[config.mk]
export PLATFORM = sky130hd
export DESIGN_NAME = pcpm_monitor
export DESIGN_NICKNAME = d
export VERILOG_FILES = /design/src/include/pcpm_pkg.sv /design/src/rtl/pcpm_monitor.sv
export SDC_FILE = /design/constraint.sdc
export NUM_CORES = 2
export LEC_CHECK = 0
export BUFFER_PORTS_ARGS = -buffer_cell sky130_fd_sc_hd__buf_2
export CAP_MARGIN = 20
export CORE_MARGIN = 2
export CORE_UTILIZATION = 40
export CTS_BUF_LIST = sky130_fd_sc_hd__clkbuf_8
export DETAILED_ROUTE_END_ITERATION = 10
export HOLD_SLACK_MARGIN = 0.08
export MAX_ROUTING_LAYER = met4
export PLACE_DENSITY_LB_ADDON = 0.05
export SYNTH_ARGS = -nofsm -noshare
export SYNTH_HDL_FRONTEND = slang
export SYNTH_SLANG_ARGS = --single-unit
[constraint.sdc]
create_clock -name I_CLK -period 18.3 [get_ports I_CLK]
set_input_delay 2.745 -clock I_CLK [delete_from_list [all_inputs] [get_ports I_CLK]]
set_output_delay 2.745 -clock I_CLK [all_outputs]
set_load 0.005 [all_outputs]
[src/include/pcpm_pkg.sv]
// Constants, register map and types of the pump and compressor monitor.
package pcpm_pkg;
   // Supervision time base: one tick every 100 ms.
   localparam int TICK_NS = 100_000_000;
   // Clock rate in MHz.
   localparam int CLK_MHZ = 250;
   // Clock cycles per tick, derived from the time base and the rate.
   localparam int TICK_CYCLES = TICK_NS / 1000 * CLK_MHZ;
   // Ticks per second, used to scale whole-second settings.
   localparam logic [11:0] TICKS_PER_S = 12'h00A;
   // Percent scale used to turn whole percent into hundredths.
   localparam logic [15:0] PCT_SCALE = 16'h0064;
   // Divisor that applies a gain given in whole percent.
   localparam logic [31:0] GAIN_DIV = 32'h00000064;

   // Register byte offsets on the bus.
   localparam int ADDR_W = 8;
   localparam logic [7:0] ADDR_CTRL = 8'h00;
   localparam logic [7:0] ADDR_FLIM = 8'h04;
   localparam logic [7:0] ADDR_FTIME = 8'h08;
   localparam logic [7:0] ADDR_SUCT = 8'h0C;
   localparam logic [7:0] ADDR_DERATE = 8'h10;
   localparam logic [7:0] ADDR_OVLD = 8'h14;
   localparam logic [7:0] ADDR_TARGET = 8'h18;
   localparam logic [7:0] ADDR_STATUS = 8'h1C;
   localparam logic [7:0] ADDR_FLOW = 8'h20;
   localparam logic [7:0] ADDR_FREQ = 8'h24;

   // Reset value of every writable register.
   localparam logic [31:0] REG_RST = 32'h00000000;

   // Control register fields.
   localparam int CTRL_SRC_LSB = 0;
   localparam int CTRL_HVAC = 4;
   localparam int CTRL_PID_EN = 5;
   localparam int CTRL_PULSE = 6;
   localparam int CTRL_SUCT_LSB = 7;
   localparam int CTRL_REACT_LSB = 9;
   localparam int CTRL_SP_AIN = 11;
   localparam int CTRL_UNIT_LSB = 12;
   // Field positions shared by the packed setting registers.
   localparam int HI_LSB = 16;
   localparam int B1_LSB = 8;
   localparam int B2_LSB = 16;
   localparam int B3_LSB = 24;
   localparam int RESTORE_LSB = 8;

   // Main frequency source code that selects the PID path.
   localparam logic [3:0] MAIN_SRC_PID = 4'h5;
   // Low suction signal selection bits.
   localparam int SUCT_PID_BIT = 0;
   localparam int SUCT_CUR_BIT = 1;
   // Low suction reactions.
   localparam logic [1:0] REACT_WARN = 2'h1;
   localparam logic [1:0] REACT_FAULT = 2'h2;
   localparam logic [1:0] REACT_RESTART = 2'h3;
   // Restore cycles allowed before the derated frequency is held.
   localparam logic [2:0] RESTORE_MAX = 3'h3;

   // Derating state, Gray coded along normal, derated, locked.
   typedef enum logic [1:0] {
      DR_NORMAL = 2'b00,
      DR_DERATED = 2'b01,
      DR_LOCKED = 2'b11
   } pcpm_derate_e;

   // Warning and fault flags as seen by the keypad and software.
   typedef struct packed {
      logic ol_fault;
      logic ls_fault;
      logic ls_warn;
      logic lf_fault;
      logic lf_warn;
      logic hf_fault;
      logic hf_warn;
   } pcpm_stat_s;
endpackage

[src/rtl/pcpm_monitor.sv]
// Pump and compressor protection monitor with its register slave.
//
// Summary of operation
// Flow from analog or pulse input, readable.
// High flow limit zero disables high supervision.
// High flow dwell reaches warning time: warn.
// High flow dwell reaches stop time: fault.
// Low flow limit zero disables low supervision.
// Low flow dwell reaches warning time: warn.
// Low flow dwell reaches stop time: fault.
// Suction select: off, PID, current, both.
// Signal above level for detection time.
// Suction reaction: none, warn, fault, restart.
// Setpoint from flow target or analog one.
// Display unit code passed to keypad.
// Overcurrent at constant speed derates after delay.
// Repeated delays compound the derating gain.
// Current below level restores frequency.
// After three restores, hold derated frequency.
// Overload level for delay stops with fault.
// Remote controller drops run to clear faults.
// Operator picks keypad PID target source.
// Flow functions only in HVAC PID mode.
// Warning and stop timers share tick, clear together.
// Restore counter clears when drive stops.
`timescale 1ns/1ps

// Dwell timer: counts ticks while a condition holds, clears when it drops.
module pcpm_dwell (
   // Clock and reset.
   input wire logic i_clk,
   input wire logic i_rst,
   // Condition, time base and limit in ticks.
   input wire logic i_cond,
   input wire logic i_tick,
   input wire logic [11:0] i_limit,
   // High while the condition has held for the limit.
   output logic o_hit
);
   logic [11:0] cnt_reg; // Ticks elapsed; saturates instead of wrapping.

   // Count only while the condition holds; any gap restarts it.
   always_ff @(posedge i_clk) begin
      if (i_rst || !i_cond) begin
         cnt_reg <= 12'h000;
      end else if (i_tick && cnt_reg != 12'hFFF) begin
         cnt_reg <= cnt_reg + 12'h001;
      end
   end

   // Registered compare; a zero limit fires on the first cycle.
   always_ff @(posedge i_clk) begin
      if (i_rst) begin
         o_hit <= 1'b0;
      end else begin
         o_hit <= i_cond && (cnt_reg >= i_limit);
      end
   end
endmodule

module pcpm_monitor #(
   // Cycles per supervision tick; shorten for simulation.
   parameter int TICK_CYCLES = pcpm_pkg::TICK_CYCLES
) (
   // Clock and reset.
   input wire logic I_CLK,
   input wire logic I_RST,
   // AHB-Lite slave.
   input wire logic I_HSEL,
   input wire logic [31:0] I_HADDR,
   input wire logic [1:0] I_HTRANS,
   input wire logic I_HWRITE,
   input wire logic [2:0] I_HSIZE,
   input wire logic [31:0] I_HWDATA,
   input wire logic I_HREADY,
   output logic [31:0] O_HRDATA,
   output logic O_HREADYOUT,
   output logic O_HRESP,
   // Process and drive signals, all on this clock.
   input wire logic [15:0] I_AIN_FLOW,
   input wire logic [15:0] I_PULSE_FLOW,
   input wire logic [15:0] I_AIN1_SP,
   input wire logic [15:0] I_PID_ERR,
   input wire logic [7:0] I_MOTOR_CUR,
   input wire logic [7:0] I_COMP_CUR,
   input wire logic [15:0] I_FREQ_CMD,
   input wire logic I_CONST_SPEED,
   input wire logic I_RUN,
   // Results to drive and keypad.
   output logic [15:0] O_FLOW,
   output logic [15:0] O_SETPOINT,
   output logic [15:0] O_FREQ_OUT,
   output logic [1:0] O_UNIT,
   output pcpm_pkg::pcpm_stat_s O_STAT,
   output logic O_FLASH,
   output logic O_STOP,
   output logic O_RESTART
);
   // Setting registers written by software.
   logic [31:0] ctrl_reg, flim_reg, ftime_reg, suct_reg;
   logic [31:0] derate_reg, ovld_reg, target_reg;
   // Bus data phase state.
   logic wr_pend_reg;
   logic [7:0] wr_addr_reg;
   logic [31:0] rdata_next;
   // Time base.
   logic [24:0] tick_cnt_reg;
   logic tick_reg;
   // Flags, derating state and restore count.
   pcpm_pkg::pcpm_stat_s stat_reg;
   pcpm_pkg::pcpm_derate_e dr_reg;
   logic [2:0] restore_reg;
   logic [11:0] dr_cnt_reg;
   logic [15:0] freq_der_reg;
   logic [31:0] freq_prod;
   // Decoded conditions and dwell results.
   logic flow_act, hi_cond, lo_cond, ls_cond, ol_cond, over_lvl;
   logic hf_w, hf_s, lf_w, lf_s, ls_hit, ol_hit;
   logic pid_ok, cur_ok;
   logic [1:0] suct_sel, react;
   logic [15:0] flow_val, hi_lim, lo_lim;

   // Bus: the data phase of a write lands one cycle after the address.
   always_ff @(posedge I_CLK) begin
      if (I_RST) begin
         wr_pend_reg <= 1'b0;
         wr_addr_reg <= 8'h00;
      end else begin
         wr_pend_reg <= I_HSEL && I_HTRANS[1] && I_HREADY && I_HWRITE;
         wr_addr_reg <= I_HADDR[7:0];
      end
   end

   // The slave never stalls and never errors.
   always_ff @(posedge I_CLK) begin
      if (I_RST) begin
         O_HREADYOUT <= 1'b1;
         O_HRESP <= 1'b0;
      end else begin
         O_HREADYOUT <= 1'b1;
         O_HRESP <= 1'b0;
      end
   end

   // Write data phase; unmapped offsets are ignored.
   always_ff @(posedge I_CLK) begin
      if (I_RST) begin
         ctrl_reg <= pcpm_pkg::REG_RST;
         flim_reg <= pcpm_pkg::REG_RST;
         ftime_reg <= pcpm_pkg::REG_RST;
         suct_reg <= pcpm_pkg::REG_RST;
         derate_reg <= pcpm_pkg::REG_RST;
         ovld_reg <= pcpm_pkg::REG_RST;
         target_reg <= pcpm_pkg::REG_RST;
      end else if (wr_pend_reg) begin
         case (wr_addr_reg)
            pcpm_pkg::ADDR_CTRL: ctrl_reg <= I_HWDATA;
            pcpm_pkg::ADDR_FLIM: flim_reg <= I_HWDATA;
            pcpm_pkg::ADDR_FTIME: ftime_reg <= I_HWDATA;
            pcpm_pkg::ADDR_SUCT: suct_reg <= I_HWDATA;
            pcpm_pkg::ADDR_DERATE: derate_reg <= I_HWDATA;
            pcpm_pkg::ADDR_OVLD: ovld_reg <= I_HWDATA;
            pcpm_pkg::ADDR_TARGET: target_reg <= I_HWDATA;
            default: ctrl_reg <= ctrl_reg;
         endcase
      end
   end

   // Read mux during the address phase; unmapped offsets read zero.
   always_comb begin
      case (I_HADDR[7:0])
         pcpm_pkg::ADDR_CTRL: rdata_next = ctrl_reg;
         pcpm_pkg::ADDR_FLIM: rdata_next = flim_reg;
         pcpm_pkg::ADDR_FTIME: rdata_next = ftime_reg;
         pcpm_pkg::ADDR_SUCT: rdata_next = suct_reg;
         pcpm_pkg::ADDR_DERATE: rdata_next = derate_reg;
         pcpm_pkg::ADDR_OVLD: rdata_next = ovld_reg;
         pcpm_pkg::ADDR_TARGET: rdata_next = target_reg;
         pcpm_pkg::ADDR_STATUS:
            rdata_next = {14'h0000, 3'(dr_reg), restore_reg, 5'h00,
               7'(stat_reg)};
         pcpm_pkg::ADDR_FLOW: rdata_next = {16'h0000, O_FLOW};
         pcpm_pkg::ADDR_FREQ: rdata_next = {16'h0000, O_FREQ_OUT};
         default: rdata_next = 32'h00000000;
      endcase
   end

   // Read data is registered so it stands during the data phase.
   always_ff @(posedge I_CLK) begin
      if (I_RST) begin
         O_HRDATA <= 32'h00000000;
      end else if (I_HSEL && I_HTRANS[1] && I_HREADY && !I_HWRITE) begin
         O_HRDATA <= rdata_next;
      end
   end

   // 100 ms tick shared by every timer, so paired timers stay in step.
   always_ff @(posedge I_CLK) begin
      if (I_RST) begin
         tick_cnt_reg <= 25'h0000000;
         tick_reg <= 1'b0;
      end else if (tick_cnt_reg == 25'(TICK_CYCLES - 1)) begin
         tick_cnt_reg <= 25'h0000000;
         tick_reg <= 1'b1;
      end else begin
         tick_cnt_reg <= tick_cnt_reg + 25'h0000001;
         tick_reg <= 1'b0;
      end
   end

   // Flow decode: source select, activation and limit checks.
   always_comb begin
      flow_val = ctrl_reg[pcpm_pkg::CTRL_PULSE] ? I_PULSE_FLOW
         : I_AIN_FLOW;
      flow_act = ctrl_reg[pcpm_pkg::CTRL_HVAC]
         && ctrl_reg[pcpm_pkg::CTRL_PID_EN]
         && ctrl_reg[pcpm_pkg::CTRL_SRC_LSB +: 4]
            == pcpm_pkg::MAIN_SRC_PID;
      hi_lim = flim_reg[pcpm_pkg::HI_LSB +: 16];
      lo_lim = flim_reg[15:0];
      hi_cond = flow_act && hi_lim != 16'h0000 && flow_val > hi_lim;
      lo_cond = flow_act && lo_lim != 16'h0000 && flow_val < lo_lim;
   end

   // Suction, overload and derating level checks.
   always_comb begin
      suct_sel = ctrl_reg[pcpm_pkg::CTRL_SUCT_LSB +: 2];
      react = ctrl_reg[pcpm_pkg::CTRL_REACT_LSB +: 2];
      pid_ok = I_PID_ERR > 16'(suct_reg[pcpm_pkg::B2_LSB +: 8]
         * pcpm_pkg::PCT_SCALE);
      cur_ok = I_MOTOR_CUR > suct_reg[pcpm_pkg::B3_LSB +: 8];
      // Both selected signals must exceed their levels together.
      ls_cond = suct_sel != 2'h0
         && (!suct_sel[pcpm_pkg::SUCT_PID_BIT] || pid_ok)
         && (!suct_sel[pcpm_pkg::SUCT_CUR_BIT] || cur_ok);
      ol_cond = I_COMP_CUR >= ovld_reg[7:0];
      over_lvl = I_COMP_CUR > derate_reg[7:0];
   end

   // Flow timers; warning and stop pairs share condition and tick.
   pcpm_dwell u_hf_warn (.i_clk(I_CLK), .i_rst(I_RST), .i_cond(hi_cond),
      .i_tick(tick_reg), .i_limit(12'(ftime_reg[7:0] * pcpm_pkg::TICKS_PER_S)),
      .o_hit(hf_w));
   pcpm_dwell u_hf_stop (.i_clk(I_CLK), .i_rst(I_RST), .i_cond(hi_cond),
      .i_tick(tick_reg),
      .i_limit(12'(ftime_reg[pcpm_pkg::B1_LSB +: 8] * pcpm_pkg::TICKS_PER_S)),
      .o_hit(hf_s));
   pcpm_dwell u_lf_warn (.i_clk(I_CLK), .i_rst(I_RST), .i_cond(lo_cond),
      .i_tick(tick_reg),
      .i_limit(12'(ftime_reg[pcpm_pkg::B2_LSB +: 8] * pcpm_pkg::TICKS_PER_S)),
      .o_hit(lf_w));
   pcpm_dwell u_lf_stop (.i_clk(I_CLK), .i_rst(I_RST), .i_cond(lo_cond),
      .i_tick(tick_reg),
      .i_limit(12'(ftime_reg[pcpm_pkg::B3_LSB +: 8] * pcpm_pkg::TICKS_PER_S)),
      .o_hit(lf_s));
   // Suction and overload delays are set in tenths of a second.
   pcpm_dwell u_ls (.i_clk(I_CLK), .i_rst(I_RST), .i_cond(ls_cond),
      .i_tick(tick_reg), .i_limit({2'b00, suct_reg[9:0]}),
      .o_hit(ls_hit));
   pcpm_dwell u_ol (.i_clk(I_CLK), .i_rst(I_RST), .i_cond(ol_cond),
      .i_tick(tick_reg), .i_limit({4'h0, ovld_reg[pcpm_pkg::B1_LSB +: 8]}),
      .o_hit(ol_hit));

   // Warnings follow their timers; faults other than a restart-reaction suction fault latch until run is dropped.
   // A new hit wins over the clear so no fault is lost.
   always_ff @(posedge I_CLK) begin
      if (I_RST) begin
         stat_reg <= '0;
      end else begin
         stat_reg.hf_warn <= hf_w;
         stat_reg.lf_warn <= lf_w;
         stat_reg.ls_warn <= ls_hit && react == pcpm_pkg::REACT_WARN;
         stat_reg.hf_fault <= hf_s || (stat_reg.hf_fault && I_RUN);
         stat_reg.lf_fault <= lf_s || (stat_reg.lf_fault && I_RUN);
         stat_reg.ol_fault <= ol_hit || (stat_reg.ol_fault && I_RUN);
         // Restart reaction clears itself once suction recovers.
         if (ls_hit && react[1]) begin
            stat_reg.ls_fault <= 1'b1;
         end else if (!I_RUN || (react == pcpm_pkg::REACT_RESTART
               && stat_reg.ls_fault)) begin
            stat_reg.ls_fault <= 1'b0;
         end
      end
   end

   // Restart pulse when the restart reaction releases its fault.
   always_ff @(posedge I_CLK) begin
      if (I_RST) begin
         O_RESTART <= 1'b0;
      end else begin
         O_RESTART <= stat_reg.ls_fault && !ls_hit && I_RUN
            && react == pcpm_pkg::REACT_RESTART;
      end
   end

   // Next compounded frequency; gain is whole percent.
   assign freq_prod = 32'(freq_der_reg) * 32'(derate_reg[pcpm_pkg::B2_LSB +: 7])
      / pcpm_pkg::GAIN_DIV;

   // Derating: each expired delay applies the gain once more; once the
   // restore count reaches its limit the last step is held, not compounded.
   always_ff @(posedge I_CLK) begin
      if (I_RST || !I_RUN) begin
         dr_reg <= pcpm_pkg::DR_NORMAL;
         restore_reg <= 3'h0;
         dr_cnt_reg <= 12'h000;
         freq_der_reg <= 16'h0000;
      end else begin
         case (dr_reg)
            pcpm_pkg::DR_NORMAL: begin
               freq_der_reg <= I_FREQ_CMD;
               if (!(over_lvl && I_CONST_SPEED)) begin
                  dr_cnt_reg <= 12'h000;
               end else if (dr_cnt_reg >= {4'h0, derate_reg[15:8]}) begin
                  dr_cnt_reg <= 12'h000;
                  freq_der_reg <= 16'(32'(I_FREQ_CMD)
                     * 32'(derate_reg[pcpm_pkg::B2_LSB +: 7])
                     / pcpm_pkg::GAIN_DIV);
                  dr_reg <= pcpm_pkg::DR_DERATED;
               end else if (tick_reg) begin
                  dr_cnt_reg <= dr_cnt_reg + 12'h001;
               end
            end
            pcpm_pkg::DR_DERATED: begin
               if (!over_lvl) begin
                  dr_cnt_reg <= 12'h000;
                  restore_reg <= restore_reg + 3'h1;
                  dr_reg <= (restore_reg >= pcpm_pkg::RESTORE_MAX)
                     ? pcpm_pkg::DR_LOCKED : pcpm_pkg::DR_NORMAL;
               end else if (dr_cnt_reg >= {4'h0, derate_reg[15:8]}) begin
                  dr_cnt_reg <= 12'h000;
                  freq_der_reg <= freq_prod[15:0];
               end else if (tick_reg) begin
                  dr_cnt_reg <= dr_cnt_reg + 12'h001;
               end
            end
            pcpm_pkg::DR_LOCKED: begin
               // Held at the last derated frequency until current drops.
               if (!over_lvl) begin
                  dr_reg <= pcpm_pkg::DR_NORMAL;
               end
            end
            default: dr_reg <= pcpm_pkg::DR_NORMAL;
         endcase
      end
   end

   // Outputs to drive and keypad, each from a flip-flop.
   always_ff @(posedge I_CLK) begin
      if (I_RST) begin
         O_FLOW <= 16'h0000;
         O_SETPOINT <= 16'h0000;
         O_FREQ_OUT <= 16'h0000;
         O_UNIT <= 2'h0;
         O_STAT <= '0;
         O_STOP <= 1'b0;
      end else begin
         O_FLOW <= flow_val;
         O_SETPOINT <= ctrl_reg[pcpm_pkg::CTRL_SP_AIN] ? I_AIN1_SP
            : target_reg[15:0];
         O_UNIT <= ctrl_reg[pcpm_pkg::CTRL_UNIT_LSB +: 2];
         O_FREQ_OUT <= (dr_reg == pcpm_pkg::DR_NORMAL) ? I_FREQ_CMD
            : freq_der_reg;
         O_STAT <= stat_reg;
         O_STOP <= stat_reg.hf_fault || stat_reg.lf_fault
            || stat_reg.ls_fault || stat_reg.ol_fault;
      end
   end

   // Warnings blink at the tick rate so the keypad flashes them.
   always_ff @(posedge I_CLK) begin
      if (I_RST) begin
         O_FLASH <= 1'b0;
      end else if (!(stat_reg.hf_warn || stat_reg.lf_warn
            || stat_reg.ls_warn)) begin
         O_FLASH <= 1'b0;
      end else if (tick_reg) begin
         O_FLASH <= !O_FLASH;
      end
   end

   AST_HF_OFF: assert property (@(posedge I_CLK) disable iff (I_RST)
      flim_reg[31:16] == 16'h0000 |-> ##2 !hf_w)
      else $error("high flow warning with limit zero");
   AST_LF_OFF: assert property (@(posedge I_CLK) disable iff (I_RST)
      !flow_act |-> ##2 !lf_w && !lf_s)
      else $error("low flow timer ran while inactive");
   AST_HF_STOP: assert property (@(posedge I_CLK) disable iff (I_RST)
      hf_s |=> stat_reg.hf_fault ##1 O_STOP)
      else $error("high flow stop did not stop drive");
   AST_PAIR_CLR: assert property (@(posedge I_CLK) disable iff (I_RST)
      !hi_cond |=> !hf_w && !hf_s)
      else $error("flow timers did not clear together");
   AST_LS_WARN: assert property (@(posedge I_CLK) disable iff (I_RST)
      ls_hit && react == pcpm_pkg::REACT_WARN |=> stat_reg.ls_warn
      && !stat_reg.ls_fault)
      else $error("low suction warning reaction wrong");
   AST_LS_SEL0: assert property (@(posedge I_CLK) disable iff (I_RST)
      suct_sel == 2'h0 |=> !ls_hit)
      else $error("low suction seen with detection off");
   AST_OL: assert property (@(posedge I_CLK) disable iff (I_RST)
      ol_hit && I_RUN |=> stat_reg.ol_fault [*2])
      else $error("overload fault not latched");
   AST_RESTORE: assert property (@(posedge I_CLK) disable iff (I_RST)
      !I_RUN |=> restore_reg == 3'h0 && dr_reg == pcpm_pkg::DR_NORMAL)
      else $error("restore count kept across stop");
   AST_LOCK: assert property (@(posedge I_CLK) disable iff (I_RST)
      dr_reg == pcpm_pkg::DR_LOCKED && over_lvl && I_RUN
      |=> $stable(freq_der_reg))
      else $error("locked frequency changed");
   AST_SP: assert property (@(posedge I_CLK) disable iff (I_RST)
      !ctrl_reg[pcpm_pkg::CTRL_SP_AIN] && $stable(target_reg)
      |=> O_SETPOINT == $past(target_reg[15:0]))
      else $error("setpoint not from flow target");
endmodule

==> impl_metrics.tcl <==
set metrics [dict create \
    cp-end-kind "register" \
    setup_viol 0 \
    antenna_found_initial 12 \
    power.switching_uw 608 \
    drt_first_pass_iters 6 \
    synth_xor_area_share_pct 4.47 \
    synth_compound_area_share_pct 23.2 \
    critPathRequiredTime_ns 18.91 \
    hold_buffers 0 \
    cp-start-kind "primary input" \
    p_leak_uw 0.0176 \
    ys_ff_latch 469 \
    dp_cells 6418 \
    portBuffers 235 \
    synth-simple-area-share_pct 22.6 \
    route.detailed.drc 0 \
    status "completed" \
    slew_headroom_pct 30.6 \
    insertion_delay_ns 0.72 \
    root_buffer "clkbuf_8" \
    fin_skew_ns 0.0545 \
    tightest_slew_ns 1.03 \
    timing.final.crit_share_pct 94.2 \
    synth_top_family_by_area "compound AO/OA/AOI/OAI gates" \
    cts_max_level 3 \
    synth.yosys.seq_area_share_pct 24.0 \
    rr_startpoint "derate_reg[18]$_SDFFE_PP0P_" \
    die_w_microns 317 \
    synth-edff-count 0 \
    synth-main-ff-cell "dfxtp_1" \
    grt_pass1_wl_mm 209 \
    synth_top_area_share_pct 24.0 \
    p_comb_share_pct 7.3 \
    rsz0062_at_grt "no" \
    via_count 37500 \
    wl_per_cell_microns 20.5 \
    path_class "primary input to register" \
    grt_pass1_vias 35800 \
    nNetsFinal 5854 \
    numCtsBuffers 85 \
    grt_max_degree 118 \
    use_met2_pct 46.1 \
    yosysWarnings 0 \
    die-area_sq_um 100000 \
    pwr-share-seq_pct 46.8 \
    finalMaxSlewViolations 0 \
    ys_async_sr_fraction_pct 0 \
    overflow 0 \
    hold_viol 0 \
    pwr-share-clk_pct 45.8 \
    worst-r2r-cell-count 53 \
    syn_inst 5045 \
    intPower_uw 1640 \
    clkSinkCount 469 \
    busiest_layer "met2" \
    postCtsSetupBuffers 0 \
    yosys-top-cells-area "dfxtp_1, ha_1, nand2_1" \
    gp_congestion 0.904 \
    cp_slowest_stage_delay_ns 0.61 \
    maxCapViolations 0 \
    slowest_stage "a211oi_2" \
    clk_pin_slew_ns 0.06 \
    r2r_end "freq_der_reg[0]$_SDFFE_PP0P_" \
    whs_path_depth 2 \
    ant_nets 0 \
    synth_mux_area_share_pct 2.28 \
    cts_tree "built" \
    synth_cell_type_count 126 \
    core_sq_um 96700 \
    clock_path_buffers 3 \
    synth_fa_ha_area_share_pct 17.5 \
    rrSetupSlack_ns 1.53 \
    grt.total_usage_pct 27.3 \
    tns_ns 0 \
    area_growth_pct 11.4 \
    fin_crit_ns 17.23 \
    arrival_ns 17.84 \
    dpl.hpwl_mm 101 \
    use_met1_pct 34.5 \
    placementRows 114 \
    swShare_pct 27.1 \
    syn_area_sq_um 39100 \
    ir_drop_mv 0.0391 \
    synth_area_leader_cell "dfxtp_1" \
    wirelength_mm 135 \
    max_freq_ghz 0.0580 \
    hp-class "register to register" \
    syn_avg_cell_area_sq_um 7.75 \
    synth_nets 5668 \
    path_max_fanout 14 \
    drive_above_1_share_pct 12.0 \
    hold_start "u_hf_stop.o_hit$_SDFF_PP0_" \
    vias_per_cell 5.70 \
    start_util_pct 40.4 \
    grtUsageMet3_pct 3.53 \
    drt-initial-drc-count 3124 \
    finalNonFillerCells 6581 \
    whs_endpoint "stat_reg[1]$_SDFF_PP0_" \
    ios 266 \
    die_h_microns 317 \
    p_per_area_nw_per_um2 51.5 \
]
## Yosys cell counts, drive strengths merged (113+ instances only)
library cell  instances
nand3               113
nor2                361
ha                  306
and2                144
a22oi               129
dfxtp               469
o21ai               214
nand2               829
a21oi               463
clkbuf              202
inv                 346
fa                  145
## worst max-delay path by stage
stage	start	cells past startpoint	slack, ns	endpoint
6_report	I_FREQ_CMD[9]	53	1.07	freq_der_reg[0]$_SDFFE_PP0P_
5_1_grt	I_FREQ_CMD[9]	53	0.14	freq_der_reg[0]$_SDFFE_PP0P_
4_1_cts	I_FREQ_CMD[9]	53	1.17	freq_der_reg[0]$_SDFFE_PP0P_
3_5_place_dp	I_FREQ_CMD[9]	53	0.46	freq_der_reg[0]$_SDFFE_PP0P_
3_3_place_gp	I_FREQ_CMD[9]	53	0.38	freq_der_reg[0]$_SDFFE_PP0P_
2_1_floorplan	I_FREQ_CMD[11]	56	2.03	freq_der_reg[0]$_SDFFE_PP0P_
## area by class of cell
type | count | area [sq um]
fillers | 9967 | 53200
multi-input cells | 3986 | 27500
flip-flops and latches | 469 | 9390
repair buffers | 342 | 2020
well taps | 1276 | 1600
clock buffers | 104 | 1430
inverters | 347 | 1300
clock inverters | 49 | 305
diodes | 8 | 20.0
## power groups by stage
| stage | logic (uW) | registers [uW] | clock network, uW |
|---|---|---|---|
| floorplan | 89.8 | 1060 | 0 |
| global placement | 163 | 1070 | 0 |
| detailed placement | 164 | 1070 | 0 |
| CTS | 165 | 1050 | 1060 |
| global route | 180 | 1050 | 1100 |
| finish | 165 | 1050 | 1030 |
## through the flow
step / hold WS [ns] / cell area (sq um) / power [uW] / util (%) / setup slack, ns
finish: 0.437 / 43500 / 2240 / 45.0 / 1.07
global route: 0.456 / 43500 / 2330 / 45.0 / 0.138
CTS: 0.438 / 43500 / 2270 / 45.0 / 1.17
detailed placement: 0.423 / 41800 / 1240 / 43.2 / 0.463
global placement: 0.419 / 41700 / 1240 / 43.1 / 0.378
floorplan: 0.413 / 39100 / 1150 / - / 2.03
## cell usage in the layout, fill, tap and decap left out, types with 35 or more instances in the layout
cell type | netlist | final
nand2_1 | 829 | 828
dfxtp_1 | 469 | 469
a21oi_1 | 459 | 457
inv_1 | 346 | 371
nor2_1 | 354 | 345
ha_1 | 306 | 306
buf_2 | 24 | 234
o21ai_0 | 185 | 185
fa_1 | 145 | 145
and2_1 | 144 | 144
a22oi_1 | 129 | 129
nand3_1 | 112 | 112
buf_4 | 7 | 105
clkbuf_8 | 0 | 104
xnor2_1 | 100 | 100
xor2_1 | 94 | 94
nor2b_1 | 86 | 86
nor3_1 | 87 | 85
nand2b_1 | 54 | 54
nand4_1 | 53 | 53
mux2i_1 | 52 | 52
a21o_1 | 50 | 50
o211ai_1 | 50 | 50
a211oi_1 | 45 | 45
o2111ai_1 | 36 | 36
and3_1 | 35 | 35
## cell families (layout without fill, tap and decap cells)
group | count (synthesis) | after routing
buffers and inverters | 590 | 842
AND/OR/NAND/NOR | 1900 | 1900
multiplexers | 84 | 84
other | 2 | 10
AO/OA/AOI/OAI | 1341 | 1341
XOR/XNOR | 197 | 197
adder cells (fa/ha/maj) | 462 | 462
flip-flops | 469 | 469
## timing repair
action / CTS / global route
gates resized for setup: 0 / 2
endpoints found under the hold margin: 0 / 0
setup endpoints to repair: 0 / 1
## critical path, delay by kind of cell
| family | cells | cell delay (ns) |
|---|---|---|
| mux | 4 | 1.29 |
| compound gates | 22 | 6.88 |
| simple gates | 15 | 3.06 |
| xor+xnor | 1 | 0.55 |
| fa+ha+maj | 6 | 2.90 |
| buf+inv | 5 | 0.38 |
## metal layers
| layer | vias to the layer above | part of all wire [%] |
|---|---|---|
| met1 | 18200 | 44 |
| met2 | 1027 | 48 |
| li1 | 18100 | - |
| met3 | 164 | 5.6 |
| met4 | 0 | 2.1 |
| met5 | - | 0 |
(Power assumes the default switching activity.)
